### src/pss_pkg.sv
// Purpose: Shared constants for the PCI segment steering block
// Assumes: Single 40 MHz core clock, synchronous active-low reset
// Notes:   IDSEL bit numbers, grant pair counts and mode encodings
package pss_pkg;

    // Segment mode / speed encodings
    typedef enum logic [2:0] {
        pss_mode_pci33   = 3'b000,
        pss_mode_pci66   = 3'b001,
        pss_mode_pcix66  = 3'b010,
        pss_mode_pcix100 = 3'b011,
        pss_mode_pcix133 = 3'b100
    } pss_mode_t;

    // Narrow segment IDSEL address bits
    localparam int unsigned NARROW_IDSEL_SLOT6   = 24;
    localparam int unsigned NARROW_IDSEL_SLOT5   = 25;
    localparam int unsigned NARROW_IDSEL_FASTETH = 19;
    localparam int unsigned NARROW_IDSEL_GIGABIT = 20;
    localparam int unsigned NARROW_IDSEL_VIDEO   = 28;

    // Storage segment IDSEL address bits
    localparam int unsigned STORAGE_IDSEL_CTRL  = 19;
    localparam int unsigned STORAGE_IDSEL_SLOT3 = 18;
    localparam int unsigned STORAGE_IDSEL_SLOT4 = 17;

    // Fast segment IDSEL address bit
    localparam int unsigned FAST_IDSEL_SLOT1 = 18;

    // Arbitration pair counts (board-level pairs only)
    localparam int unsigned NARROW_PAIRS  = 5;
    localparam int unsigned STORAGE_PAIRS = 3;

    // Slot index that may carry the RAID steering card
    localparam int unsigned RAID_SLOT_NUM = 4;

    // Reset values
    localparam logic [4:0] NARROW_GNT_RST  = 5'h00;
    localparam logic [2:0] STORAGE_GNT_RST = 3'h0;

endpackage : pss_pkg

### src/pss_idsel_map.sv
// Purpose: Decode config-cycle AD lines into per-device chip selects
// Assumes: AD sampled by the caller on the core clock
// Notes:   Pure combinational, registered by the parent
`timescale 1ns/1ps
`default_nettype none
module pss_idsel_map (
    input  wire logic [31:0] ad,           // Address/data bus
    input  wire logic        cfg_cycle,    // Configuration cycle in progress
    input  wire logic        raid_hide,    // Hide storage controller
    output logic      [4:0]  narrow_sel,   // Slot6,slot5,fasteth,gigabit,video
    output logic      [2:0]  storage_sel,  // Ctrl,slot3,slot4
    output logic             fast_sel      // Slot1
);

    // Narrow segment selects
    always_comb begin
        narrow_sel[4] = cfg_cycle & ad[pss_pkg::NARROW_IDSEL_SLOT6];
        narrow_sel[3] = cfg_cycle & ad[pss_pkg::NARROW_IDSEL_SLOT5];
        narrow_sel[2] = cfg_cycle & ad[pss_pkg::NARROW_IDSEL_FASTETH];
        narrow_sel[1] = cfg_cycle & ad[pss_pkg::NARROW_IDSEL_GIGABIT];
        narrow_sel[0] = cfg_cycle & ad[pss_pkg::NARROW_IDSEL_VIDEO];
    end

    // Storage selects; controller hidden behind the RAID card
    always_comb begin
        storage_sel[2] = cfg_cycle & ad[pss_pkg::STORAGE_IDSEL_CTRL] & ~raid_hide;
        storage_sel[1] = cfg_cycle & ad[pss_pkg::STORAGE_IDSEL_SLOT3];
        storage_sel[0] = cfg_cycle & ad[pss_pkg::STORAGE_IDSEL_SLOT4];
    end

    // Fast segment select
    assign fast_sel = cfg_cycle & ad[pss_pkg::FAST_IDSEL_SLOT1];

endmodule : pss_idsel_map
`default_nettype wire

### src/pss_rr_arb.sv
// Purpose: Round-robin arbiter with one-hot, registered grant
// Assumes: Requests active high, synchronous to core_clk
// Notes:   Pointer moves past the last winner so nobody starves
`timescale 1ns/1ps
`default_nettype none
module pss_rr_arb #(
    parameter int unsigned N = 5
) (
    input  wire logic         core_clk, // Core clock
    input  wire logic         resetn,   // Sync reset, active low
    input  wire logic [N-1:0] req,      // Requests
    output logic      [N-1:0] gnt_q     // One-hot grant
);
    logic [N-1:0] gnt_d;
    logic [N-1:0] last_q;

    // Pick first request after the last winner
    always_comb begin
        logic found;
        int unsigned idx;
        found = 1'b0;
        idx   = 0;
        gnt_d = '0;
        if ((gnt_q & req) != '0) begin
            gnt_d = gnt_q; // Hold while owner still requests
        end else begin
            for (int unsigned k = 1; k <= N; k++) begin
                idx = 0;
                for (int unsigned j = 0; j < N; j++) begin
                    if (last_q[j]) idx = (j + k) % N;
                end
                if (!found && req[idx]) begin
                    gnt_d[idx] = 1'b1;
                    found = 1'b1;
                end
            end
        end
    end

    // Grant register, at most one bit set
    always_ff @(posedge core_clk) begin
        if (!resetn) gnt_q <= '0;
        else         gnt_q <= gnt_d;
    end

    // Remember last winner for rotation
    always_ff @(posedge core_clk) begin
        if (!resetn)           last_q <= N'(1) << (N-1);
        else if (gnt_d != '0)  last_q <= gnt_d;
    end

endmodule : pss_rr_arb
`default_nettype wire

### src/pss_segment_steering.sv
// Purpose: Steering for three PCI segments: IDSEL, arbitration, RAID
// Assumes: AD, config, request, RAID-present, disable and interrupt pins pass a two-flop synchroniser; mode pins and raid_card_slot do not
// Notes:   Mode/speed chosen by firmware; block validates and applies
`timescale 1ns/1ps
`default_nettype none

// Overview of operation
// Firmware: fast segment single card 133
// Firmware: fast segment two cards 100
// Firmware: storage segment PCI-X 100
// Mode never exceeds least capable card; code still applies pss_mode_pci66 when the cap is pss_mode_pci33
// RAID option allows storage segment PCI66
// RAID option honoured only in slot four
// RAID: storage interrupts go to card
// RAID: withhold storage controller chip select
// Each IDSEL from one upper AD bit
// Narrow segment IDSEL bit map
// Storage segment IDSEL bit map
// Fast segment slot one on bit 18
// Narrow arbiter serves all masters
// Narrow request/grant pair mapping
// Bridge own pair stays internal
// Storage arbiter pair mapping
// One disable output per embedded device
// Narrow segment PCI 32-bit 33
// Storage segment 100 or 66
// Fast segment 133, 100 or 66
// Segment clocks from common synthesizer
// One grant at a time, rotating
module pss_segment_steering (
    input  wire logic        core_clk,             // 40 MHz core clock
    input  wire logic        resetn,               // Sync reset, active low
    // Configuration-cycle decode inputs (pins)
    input  wire logic [31:0] narrow_ad,            // Narrow segment AD
    input  wire logic        narrow_cfg,           // Narrow config cycle
    input  wire logic [31:0] storage_ad,           // Storage segment AD
    input  wire logic        storage_cfg,          // Storage config cycle
    input  wire logic [31:0] fast_ad,              // Fast segment AD
    input  wire logic        fast_cfg,             // Fast config cycle
    // Narrow segment arbitration (active-low pins)
    input  wire logic        narrow_req_pair_four_n, // Slot 6 request
    input  wire logic        narrow_req_pair_three_n,// Slot 5 request
    input  wire logic        narrow_req_pair_two_n,  // Fast ethernet request
    input  wire logic        narrow_req_pair_one_n,  // Gigabit request
    input  wire logic        narrow_req_pair_zero_n, // Video request
    output logic             narrow_gnt_pair_four_n, // Slot 6 grant
    output logic             narrow_gnt_pair_three_n,// Slot 5 grant
    output logic             narrow_gnt_pair_two_n,  // Fast ethernet grant
    output logic             narrow_gnt_pair_one_n,  // Gigabit grant
    output logic             narrow_gnt_pair_zero_n, // Video grant
    // Storage segment arbitration
    input  wire logic        storage_seg_req_two_n,  // Storage ctrl request
    input  wire logic        storage_seg_req_one_n,  // Slot 3 request
    input  wire logic        storage_seg_req_zero_n, // Slot 4 request
    output logic             storage_seg_gnt_two_n,  // Storage ctrl grant
    output logic             storage_seg_gnt_one_n,  // Slot 3 grant
    output logic             storage_seg_gnt_zero_n, // Slot 4 grant
    // Chip selects
    output logic      [4:0]  narrow_idsel_q,       // Slot6,slot5,fe,gig,video
    output logic      [2:0]  storage_idsel_q,      // Ctrl,slot3,slot4
    output logic             fast_idsel_q,         // Slot 1
    // RAID steering
    input  wire logic        raid_card_present,    // RAID card detected
    input  wire logic [2:0]  raid_card_slot,       // Slot holding RAID card
    input  wire logic        storage_irq_n,        // Storage ctrl interrupt
    output logic             raid_irq_n,           // Interrupt to RAID card
    output logic             sys_storage_irq_n,    // Interrupt to system
    // Firmware mode control
    input  wire logic [2:0]  storage_mode_req,     // Requested storage mode
    input  wire logic [2:0]  storage_cap,          // Least capable card mode
    input  wire logic [2:0]  fast_mode_req,        // Requested fast mode
    input  wire logic [2:0]  fast_cap,             // Least capable card mode
    output logic      [2:0]  storage_mode_q,       // Applied storage mode
    output logic      [2:0]  fast_mode_q,          // Applied fast mode
    output logic      [2:0]  narrow_mode_q,        // Narrow mode (fixed)
    // Device disables
    input  wire logic [2:0]  dev_disable_req,      // Video, gigabit, fasteth
    output logic             video_disable_q,      // Disable video
    output logic             gigabit_disable_q,    // Disable gigabit
    output logic             fast_ethernet_disable_q // Disable fast ethernet
);

    // Synchroniser stage registers
    logic [31:0] n_ad_s1, n_ad_s2, s_ad_s1, s_ad_s2, f_ad_s1, f_ad_s2;
    logic [2:0]  cfg_s1, cfg_s2;
    logic [4:0]  nreq_s1, nreq_s2;
    logic [2:0]  sreq_s1, sreq_s2;
    logic [4:0]  raid_s1, raid_s2;
    logic        irq_s1, irq_s2;
    logic [4:0]  narrow_gnt;
    logic [2:0]  storage_gnt;
    logic [4:0]  narrow_sel;
    logic [2:0]  storage_sel;
    logic        fast_sel;
    logic        raid_hide;

    // Clamp request to capability and allowed set
    function automatic logic [2:0] pss_clamp(input logic [2:0] req,
                                             input logic [2:0] cap,
                                             input logic [2:0] top);
        logic [2:0] v;
        v = req;
        if (v > cap) v = cap;   // Least capable card governs
        if (v > top) v = top;
        if (v == 3'h0) v = 3'h1; // Wide segments never drop to 33
        return v;
    endfunction : pss_clamp

    // Pin synchronisers, first stage feeds only second stage
    always_ff @(posedge core_clk) begin
        if (!resetn) begin
            n_ad_s1 <= 32'h0;
            n_ad_s2 <= 32'h0;
            s_ad_s1 <= 32'h0;
            s_ad_s2 <= 32'h0;
            f_ad_s1 <= 32'h0;
            f_ad_s2 <= 32'h0;
        end else begin
            n_ad_s1 <= narrow_ad;
            n_ad_s2 <= n_ad_s1;
            s_ad_s1 <= storage_ad;
            s_ad_s2 <= s_ad_s1;
            f_ad_s1 <= fast_ad;
            f_ad_s2 <= f_ad_s1;
        end
    end

    // Control pin synchronisers; requests idle high
    always_ff @(posedge core_clk) begin
        if (!resetn) begin
            cfg_s1  <= 3'h0;
            cfg_s2  <= 3'h0;
            nreq_s1 <= 5'h1f;
            nreq_s2 <= 5'h1f;
            sreq_s1 <= 3'h7;
            sreq_s2 <= 3'h7;
            raid_s1 <= 5'h00;
            raid_s2 <= 5'h00;
            irq_s1  <= 1'b1;
            irq_s2  <= 1'b1;
        end else begin
            cfg_s1  <= {narrow_cfg, storage_cfg, fast_cfg};
            cfg_s2  <= cfg_s1;
            nreq_s1 <= {narrow_req_pair_four_n, narrow_req_pair_three_n,
                        narrow_req_pair_two_n, narrow_req_pair_one_n,
                        narrow_req_pair_zero_n};
            nreq_s2 <= nreq_s1;
            sreq_s1 <= {storage_seg_req_two_n, storage_seg_req_one_n,
                        storage_seg_req_zero_n};
            sreq_s2 <= sreq_s1;
            raid_s1 <= {raid_card_present, dev_disable_req, 1'b0};
            raid_s2 <= raid_s1;
            irq_s1  <= storage_irq_n;
            irq_s2  <= irq_s1;
        end
    end

    // RAID option honoured only in its one slot
    assign raid_hide = raid_s2[4] &&
                       (raid_card_slot == 3'(pss_pkg::RAID_SLOT_NUM));

    // IDSEL decode, one AD bit each
    pss_idsel_map u_idsel (
        .ad          (n_ad_s2),
        .cfg_cycle   (cfg_s2[2]),
        .raid_hide   (1'b0),
        .narrow_sel  (narrow_sel),
        .storage_sel (),
        .fast_sel    ()
    );

    pss_idsel_map u_idsel_wide (
        .ad          (s_ad_s2),
        .cfg_cycle   (cfg_s2[1]),
        .raid_hide   (raid_hide),
        .narrow_sel  (),
        .storage_sel (storage_sel),
        .fast_sel    ()
    );

    // Fast segment select decoded locally
    assign fast_sel = cfg_s2[0] & f_ad_s2[pss_pkg::FAST_IDSEL_SLOT1];

    // Registered chip selects
    always_ff @(posedge core_clk) begin
        if (!resetn) begin
            narrow_idsel_q  <= 5'h00;
            storage_idsel_q <= 3'h0;
            fast_idsel_q    <= 1'b0;
        end else begin
            narrow_idsel_q  <= narrow_sel;
            storage_idsel_q <= storage_sel;
            fast_idsel_q    <= fast_sel;
        end
    end

    // Narrow arbiter: five board pairs, bridge pair kept internal
    pss_rr_arb #(.N(pss_pkg::NARROW_PAIRS)) u_narrow_arb (
        .core_clk (core_clk),
        .resetn   (resetn),
        .req      (~nreq_s2),
        .gnt_q    (narrow_gnt)
    );

    // Storage arbiter: three board pairs
    pss_rr_arb #(.N(pss_pkg::STORAGE_PAIRS)) u_storage_arb (
        .core_clk (core_clk),
        .resetn   (resetn),
        .req      (~sreq_s2),
        .gnt_q    (storage_gnt)
    );

    // Grants drive pins active low; index equals pair number
    always_comb begin
        narrow_gnt_pair_four_n  = ~narrow_gnt[4];
        narrow_gnt_pair_three_n = ~narrow_gnt[3];
        narrow_gnt_pair_two_n   = ~narrow_gnt[2];
        narrow_gnt_pair_one_n   = ~narrow_gnt[1];
        narrow_gnt_pair_zero_n  = ~narrow_gnt[0];
        storage_seg_gnt_two_n   = ~storage_gnt[2];
        storage_seg_gnt_one_n   = ~storage_gnt[1];
        storage_seg_gnt_zero_n  = ~storage_gnt[0];
    end

    // Interrupt steering: card takes them when present in slot four
    always_ff @(posedge core_clk) begin
        if (!resetn) begin
            raid_irq_n        <= 1'b1;
            sys_storage_irq_n <= 1'b1;
        end else begin
            raid_irq_n        <= raid_hide ? irq_s2 : 1'b1;
            sys_storage_irq_n <= raid_hide ? 1'b1 : irq_s2;
        end
    end

    // Applied segment modes; synthesizer clocks all segments
    always_ff @(posedge core_clk) begin
        if (!resetn) begin
            narrow_mode_q  <= pss_pkg::pss_mode_pci33;
            storage_mode_q <= pss_pkg::pss_mode_pcix100;
            fast_mode_q    <= pss_pkg::pss_mode_pcix133;
        end else begin
            narrow_mode_q  <= pss_pkg::pss_mode_pci33;
            storage_mode_q <= (raid_hide && storage_mode_req == pss_pkg::pss_mode_pci66) ?
                              pss_pkg::pss_mode_pci66 :
                              pss_clamp(storage_mode_req, storage_cap,
                                        pss_pkg::pss_mode_pcix100);
            fast_mode_q    <= pss_clamp(fast_mode_req, fast_cap,
                                        pss_pkg::pss_mode_pcix133);
        end
    end

    // Embedded device disables, one per device
    always_ff @(posedge core_clk) begin
        if (!resetn) begin
            video_disable_q         <= 1'b0;
            gigabit_disable_q       <= 1'b0;
            fast_ethernet_disable_q <= 1'b0;
        end else begin
            video_disable_q         <= raid_s2[3];
            gigabit_disable_q       <= raid_s2[2];
            fast_ethernet_disable_q <= raid_s2[1];
        end
    end

endmodule : pss_segment_steering
`default_nettype wire

### config.mk
export PLATFORM = sky130hd
export DESIGN_NAME = pss_segment_steering
export DESIGN_NICKNAME = d
export VERILOG_FILES = /design/src/pss_pkg.sv /design/src/pss_idsel_map.sv /design/src/pss_rr_arb.sv /design/src/pss_segment_steering.sv
export SDC_FILE = /design/constraint.sdc
export NUM_CORES = 1
export LEC_CHECK = 0
export ABC_AREA = 1
export BUFFER_PORTS_ARGS = -buffer_cell sky130_fd_sc_hd__buf_2
export CAP_MARGIN = 20
export CORE_MARGIN = 3
export CORE_UTILIZATION = 45
export DETAILED_ROUTE_END_ITERATION = 12
export PLACE_DENSITY = 0.86
export SYNTH_ARGS = -nofsm -noshare
export SYNTH_HDL_FRONTEND = slang
export SYNTH_SLANG_ARGS = --single-unit
### constraint.sdc
create_clock -name core_clk -period 2.47 [get_ports core_clk]
set_input_delay 0.1235 -clock core_clk [delete_from_list [all_inputs] [get_ports core_clk]]
set_output_delay 0.1235 -clock core_clk [all_outputs]
set_load 0.005 [all_outputs]
Word level (Yosys, flattened, before mapping). Index checks and enable logic that the tools add are counted.

Bits in registers: 206. Input bits: 129. Output and inout bits: 31.

Order comparisons: 20. Equality and inequality tests: 2. Muxes and demuxes: 111. Bitwise operators: 30. Reductions and logical operators: 32.

Operators by type and width (count): $ge 32x1->1 const B (8); $mux 32 (8); $lt 32x4->1 const B (5); $lt 32x3->1 const B (3); $mux 3 (30); $mux 5 (10); $mux 1 (32); $mux 2 (15); $or 5x5->5 (4); $logic_and 1x1->1 (16); $bmux 1 s3 (5); $demux 1 s3 (5); $and 1x1->1 (10); $not 1->1 (10); $reduce_bool 5->1 (2); $bmux 1 s2 (3); $demux 1 s2 (3); $gt 3x3->1 (2); $logic_not 1->1 (6); $logic_not 3->1 (2); $or 3x3->3 (2); $reduce_bool 3->1 (2); $and 5x5->5 (1); $not 5->5 (1); 9 further kinds (10).

Depth between registers and ports, before layout. Gate-level depths: netlist of run 1.

Depth in word-level cells: 27. Mapped depth: 19. Mapped depth without buffers: 18.

By module. From an unflattened synthesis of run 1, not the netlist that was laid out.

Cells, all modules: 935. Area total of the unflattened synthesis: 7300.8 µm².

By module, submodules not included: pss_segment_steering (times used 1, cells each 622, area each 5496.5 µm², seq. area each 3643.5 µm²); pss_rr_arb at u_narrow_arb (times used 1, cells each 204, area each 1188.6 µm², seq. area each 200.2 µm²); pss_rr_arb at u_storage_arb (times used 1, cells each 77, area each 478.0 µm², seq. area each 120.1 µm²); pss_idsel_map (times used 2, cells each 16, area each 68.8 µm², seq. area each 0.0 µm²).

Worst setup path before layout of run 1. Ideal clock, no wire load.

Path type: register -> register. From: reg u_narrow_arb.last_q[4]. To: reg u_narrow_arb.last_q[3]. Setup time: 114 ps. Arrival: 1730 ps. Required time: 2356 ps. Path slack: 626 ps. Cell stages (with the launch flop): 19. Buffers on the path: 1. Cell sequence: dfxtp_1 > buf_6 > inv_4 > nand2_2 > nor2_2 > clkinv_1 > nand3_2 > nor2_4 > inv_2 > nor2_8 > nand2_4 > nor2_4 > nand2_1 > nand3_2 > nand2_1 > nand2_2 > nor2_4 > nand2_1 > nand2_1.

Cells in the longest elaborated chain, start to end: 23.

RTL lines: start: declaration (line pss_rr_arb.sv:15) `logic [N-1:0] last_q;`; start signal: assignment (line pss_rr_arb.sv:48) `if (!resetn) last_q <= N'(1) << (N-1);`; start signal: assignment (line pss_rr_arb.sv:49) `else if (gnt_d != '0) last_q <= gnt_d;`; parallel branches: the longest is 20 deep, another holds $ge 32x1->1; $mux 5 (*) (line pss_rr_arb.sv:32) `if (!found && req[idx]) begin`; $mux 5 (*) (line pss_rr_arb.sv:24) `if ((gnt_q & req) != '0) begin`; $reduce_bool 5->1 (line pss_rr_arb.sv:49).

Mark *: on every way between the ends. The select of a mux whose other input is x is not followed. A chain may end at the register's enable or synchronous reset.

Worst setup path after layout of run 1. Ends and elaborated chain as after synthesis.

==> results of run 1 <==
[area by class of cell]
class	instances	area share, %
clock inverters	7	1.566
repair buffers	98	13.50
inverters	95	7.748
well taps	102	2.754
clock buffers	9	2.673
multi-input cells	319	34.61
flip-flops and latches	86	37.15
[cell usage after synthesis]
cell type	count
nand3b_1	1
nor3_1	2
nand3_1	35
nor2_4	5
clkbuf_1	5
nor2_8	2
nand4_1	8
nand2_1	134
dfxtp_1	86
or2_2	18
nor3b_1	1
inv_2	5
nor2_2	5
a211o_1	1
nor2_1	44
nand3_2	5
o21ai_0	11
ha_1	6
buf_4	3
and2_1	1
buf_1	2
o21ai_1	2
inv_1	88
buf_6	2
o221ai_1	1
o211ai_1	4
clkinv_1	1
inv_4	1
a21oi_1	12
a31oi_1	1
conb_1	1
a221oi_1	1
o22ai_1	2
nand2_2	11
nand2_4	3
[registers in the layout, summed over array words and instances (netlist names), 3 cells and up]
| register | cells |
|---|---|
| storage_mode_q | 3 |
| u_storage_arb.last_q | 3 |
| nreq_s2 | 5 |
| storage_idsel_q | 3 |
| u_narrow_arb.last_q | 5 |
| n_ad_s2 | 5 |
| raid_s2 | 4 |
| fast_mode_q | 3 |
| cfg_s2 | 3 |
| raid_s1 | 4 |
| u_storage_arb.gnt_q | 3 |
| u_narrow_arb.gnt_q | 5 |
| nreq_s1 | 5 |
| sreq_s2 | 3 |
| cfg_s1 | 3 |
| sreq_s1 | 3 |
| s_ad_s1 | 3 |
| n_ad_s1 | 5 |
| s_ad_s2 | 3 |
| narrow_idsel_q | 5 |
[critical path, cell delays in order, from the launching register on]
cell and delay, ns:
dfxtp_1 0.38, nor2_2 0.17, nand2_2 0.12, nor2_4 0.19, inv_2 0.08, nand3_1 0.13
nand3_1 0.08, nor2_1 0.40, nand4_1 0.16, nand2_1 0.10, nand2_1 0.10, nand2_2 0.12
nor2_1 0.05, nand2_1 0.06, nand2_1 0.04
[how the worst max path moves through the flow]
stage                     cells after the start                                  end                                 from
after floorplan                              18  u_narrow_arb.last_q[3]$_SDFFE_PN0P_  u_narrow_arb.last_q[4]$_SDFFE_PN1P_
after global placement                       14  u_narrow_arb.last_q[3]$_SDFFE_PN0P_  u_narrow_arb.last_q[4]$_SDFFE_PN1P_
after detailed placement                     14  u_narrow_arb.last_q[0]$_SDFFE_PN0P_  u_narrow_arb.last_q[4]$_SDFFE_PN1P_
after CTS                                    14  u_narrow_arb.last_q[0]$_SDFFE_PN0P_  u_narrow_arb.last_q[3]$_SDFFE_PN0P_
after global routing                         14  u_narrow_arb.last_q[3]$_SDFFE_PN0P_  u_narrow_arb.last_q[3]$_SDFFE_PN0P_
final                                        14  u_narrow_arb.last_q[3]$_SDFFE_PN0P_  u_narrow_arb.last_q[4]$_SDFFE_PN1P_
[routing by layer]
metal | GRT usage (%) | share of wire (%) | vias to the layer above
li1 | - | - | 1748
met1 | 23.62 | 42 | 1543
met2 | 32.01 | 46 | 170
met3 | 5.169 | 8.7 | 28
met4 | 7.987 | 3.2 | 0
met5 | 0 | 0 | -
[power breakdown]
part,switching (mW),total [mW],internal (mW)
Combinational,1.15,1.76,0.611
Sequential,0.114,1.66,1.54
Clock,0.573,0.970,0.397
[logic make-up after synthesis]
| logic type | after synthesis |
|---|---|
| adders and majority gates | 6 |
| and+or+nand+nor | 275 |
| buffers and inverters | 107 |
| DFF | 86 |
| other | 1 |
| AOI/OAI and AO/OA | 35 |
==> impl_metrics.ini, run 1 <==
[clocking]
clk_path_buf_depth = 2
cts.clk_slew.worst_paths_ns = 0.10
hold_buffers = 25
insertion_delay_ns = 0.36
cts-resized-gates = 0
cts-root-buf = clkbuf_8
cts_max_level = 3
cts.sinks = 86
cts_setup_buffers = 0
cts_made_buffers = 9
cts_tree = done

[routing]
firstDrtPassIters = 6
drc = 0
drt_wl_total_um = 9170
vias = 3489
wire_per_inst_um = 12.81
drt_iter0_drc = 232
detail_route.vias_per_cell = 4.873
ant_nets = 0

[logic_synthesis]
yosys_warnings = 0
syn_inst = 510
synth-compound-area-share_pct = 5.340
synth-seq-cells = 86
synthAdderAreaFrac_pct = 2.003
synth_area_um2 = 3749
synth.distinct_cells = 35
synth_simple_gate_area_share_pct = 35.15
ys_top_cells_by_area = dfxtp_1 (46%), nand2_1 (13%), inv_1 (8.8%)
synth_top_area_cell = dfxtp_1
synth_top_area_share_pct = 45.93
synth_mux_area_share_pct = 0
syn_avg_cell_area_um2 = 7.350
yosys.area_share.xor_xnor_pct = 0
synth_top_family_by_area = simple AND/OR/NAND/NOR gates
yosysSeqAreaShare_pct = 45.93

[hold_path]
hold_class = input port to flip-flop
holdCritStartpoint = fast_mode_req[2]
holdPathStages = 3
holdPathEnd = fast_mode_q[2]$_SDFF_PN1_

[global_routing]
grt_first_pass_wirelength_um = 15130
grt_usage_pct = 19.27
grt-ovfl-total = 0
grt_antenna_before_repair = 0
grt_pass1_vias = 3403
grt_max_degree = 43

[final_layout]
layout.nets = 744
stdcell_count = 716
fillers = 670
utilization_pct = 58.76
multi_input_area_um2 = 1604
final_common_cell = nand2_1
drive_above_1_share_pct = 23.45
final_cell_mix = nand2_1 (134), inv_1 (88), dfxtp_1 (86)
syn_to_final_growth_pct = 23.63
seqCellArea_um2 = 1722
final_area_um2 = 4634
num_antenna_cells = 0

[sta]
fin_ws_ns = 0.1889
setup_tns_ns = 0
period_share_pct = 92.35
whs_ns = 0.04233
rsz0062_at_grt = false
fmax_mhz = 438.4
clock_skew_ns = 0.01366
slew_viol_final = 0
setup_violations = 0
tightest_slew_ns = 0.6562
min_period_ns = 2.281
slew_headroom_pct = 56.21
hold_viol = 0

[power]
ir_worst_vdd_v = 0.0004442
power_mw = 4.388
p_per_area_nw_per_um2 = 946.7
leakagePower_nw = 2.514

[floorplanning]
rows = 32
die_w_um = 97.27
fp.dieH_um = 97.27
io_pins = 160
coreArea_um2 = 7888
initial_core_util_pct = 47.53
dieArea_um2 = 9461

[placed_design]
io_buffers = 69
dp_hpwl_um = 6088
place.gp.congestion = 0.9863
place_inst = 675
postPlaceCellArea_um2 = 4188
dp_slack_ns = 0.3264

[worst_setup_path]
cp.arrival_ns = 2.54
r2r-start = u_narrow_arb.last_q[4]$_SDFFE_PN1P_
cp_max_fo = 6
required_ns = 2.73
rrSetupSlack_ns = 0.19
crit_path_start_kind = flip-flop
critPathKind = flip-flop to flip-flop
rr_worst_depth = 14
rr_endpoint = u_narrow_arb.last_q[3]$_SDFFE_PN0P_
crit_path_end_kind = flip-flop

[flow_run]
drv_cap = 0

[run_status]
outcome = completed
Power figures use the tool's default switching activity.
==> run 2, diff against run 1 <==
==> constraint.sdc (replaced) <==
create_clock -name core_clk -period 2.2 [get_ports core_clk]
set_input_delay 0.11 -clock core_clk [delete_from_list [all_inputs] [get_ports core_clk]]
set_output_delay 0.11 -clock core_clk [all_outputs]
set_load 0.005 [all_outputs]
==> impl_metrics.ini, run 2 (synthesis gave the netlist of run 1 again) <==
[final_layout]
syn_to_final_growth_pct = 28.14
layout.nets = 761
stdcell_count = 733
num_antenna_cells = 0
final_common_cell = nand2_1
seqCellArea_um2 = 1730
fillers = 648
multi_input_area_um2 = 1619
final_cell_mix = nand2_1 (133), inv_1 (88), dfxtp_1 (81)
drive_above_1_share_pct = 26.94
final_area_um2 = 4803

[placed_design]
place.gp.congestion = 0.9574
dp_hpwl_um = 6268
io_buffers = 69
postPlaceCellArea_um2 = 4300
dp_slack_ns = 0.1540
place_inst = 690

[floorplanning]
coreArea_um2 = 7888
io_pins = 160
fp.dieH_um = 97.27
die_w_um = 97.27
rows = 32
initial_core_util_pct = 47.53
dieArea_um2 = 9461

[clocking]
cts.sinks = 86
cts_max_level = 3
cts_tree = done
cts_made_buffers = 9
clk_path_buf_depth = 2
cts-root-buf = clkbuf_8
insertion_delay_ns = 0.35
cts.clk_slew.worst_paths_ns = 0.09

[worst_setup_path]
cp.arrival_ns = 2.31
crit_path_start_kind = flip-flop
crit_slowest_cell = dfxtp_2
critPathKind = flip-flop to flip-flop
cp_slowest_stage_delay_ns = 0.36
crit_path_end_kind = flip-flop
cp_max_fo = 6
required_ns = 2.48
crit_chain = nor2_4 -> nand2_2 -> nor2_4 -> nand2_2 -> nand2_2 -> nor2_4 -> buf_4 -> nand3_1 -> nand3_1 -> nor2_2 -> nand3_1 -> nand2_1 -> nand2_2 -> nor2_4 -> nand2_1 -> nand2_1
critical_path_buf_inv_count = 1
cp_top_family = simple AND/OR/NAND/NOR gates
rrSetupSlack_ns = 0.16

[routing]
detail_route.vias_per_cell = 4.884
firstDrtPassIters = 5
ant_nets = 0
drc = 0
wire_per_inst_um = 12.85
drt_wl_total_um = 9420
vias = 3580
drt_iter0_drc = 228

[global_routing]
grt_max_degree = 49
grt_first_pass_wirelength_um = 15530
grt_antenna_before_repair = 0
grt_pass1_vias = 3394
grt_usage_pct = 19.85
grt-ovfl-total = 0

[sta]
period_share_pct = 92.55
rsz0062_at_grt = true
slew_viol_final = 0
hold_viol = 0
min_period_ns = 2.036
fin_ws_ns = 0.1639
fmax_mhz = 491.1
slew_headroom_pct = 55.88
setup_violations = 0
tightest_slew_ns = 0.6610
clock_skew_ns = 0.01057
whs_ns = 0.05520

[power]
p_per_area_nw_per_um2 = 1073
p_comb_share_pct = 40.9
switchingPower_mw = 2.043
p_int_mw = 3.109
p_clk_share_pct = 22.4
switching_share_pct = 39.66
power_frac_seq_pct = 36.7
ir_worst_vdd_v = 0.0005307
leakagePower_nw = 2.603

[run_status]
outcome = completed

[hold_path]
hold_class = input port to flip-flop

[flow_run]
drv_cap = 0
==> run 2: path summary, 6_finish.rpt <==
path                                            start                                  end  cells past startpoint
setup / recovery  u_narrow_arb.last_q[3]$_SDFFE_PN0P_  u_narrow_arb.last_q[3]$_SDFFE_PN0P_                     16
hold / removal                       fast_mode_req[2]            fast_mode_q[2]$_SDFF_PN1_                      3
setup reg to reg  u_narrow_arb.last_q[3]$_SDFFE_PN0P_  u_narrow_arb.last_q[3]$_SDFFE_PN0P_                     16
hold reg to reg                n_ad_s2[19]$_SDFF_PN0_         narrow_idsel_q[2]$_SDFF_PN0_                      2
==> run 2: through the flow <==
stage          setup TNS (ns)  power (mW)  utilization (%)
3_3_place_gp                0       3.835            54.52
5_1_grt             -0.002184       5.508            60.90
4_1_cts                     0       5.090            60.41
6_report                    0       5.152            60.90
2_1_floorplan               0       3.342                -
3_5_place_dp                0       3.887            54.52
==> run 2: timing repair <==
item / 4_1_cts / 5_1_grt
resized for setup: 0 / 11
setup endpoints to repair: 0 / 7
endpoints found under the hold margin: 25 / 0
hold buffers: 25 / 0
setup buffers: 0 / 2
==> run 2: power groups by stage <==
stage	clock, mW	combinational, mW	sequential, mW
after floorplan	0	1.49	1.86
after CTS	1.18	2.05	1.86
after global routing	1.25	2.35	1.91
final	1.15	2.11	1.89
after global placement	0	1.95	1.89
after detailed placement	0	1.99	1.89
==> run 2: layout make-up <==
type                       count  share of cell area [%]
clock buffer                   9                   2.579
sequential                    86                   36.02
clock inverter                 7                   1.875
timing repair buffer         115                   15.68
inverter                      95                   7.476
multi-input combinational    319                   33.71
tap                          102                   2.657
==> run 2: routing by layer <==
| layer | global-route usage [%] | share of wire [%] |
|---|---|---|
| met2 | 34.61 | 50 |
| met4 | 7.668 | 2.3 |
| met3 | 4.092 | 6.6 |
| met1 | 23.96 | 42 |
| met5 | 0 | 0 |
==> run 2: worst reg2reg max path, delay by kind of cell, from the launching register on <==
| family | cells | cell delay, ns |
|---|---|---|
| buffers and inverters | 1 | 0.14 |
| flip-flops | 1 | 0.36 |
| AND/OR/NAND/NOR | 15 | 1.49 |
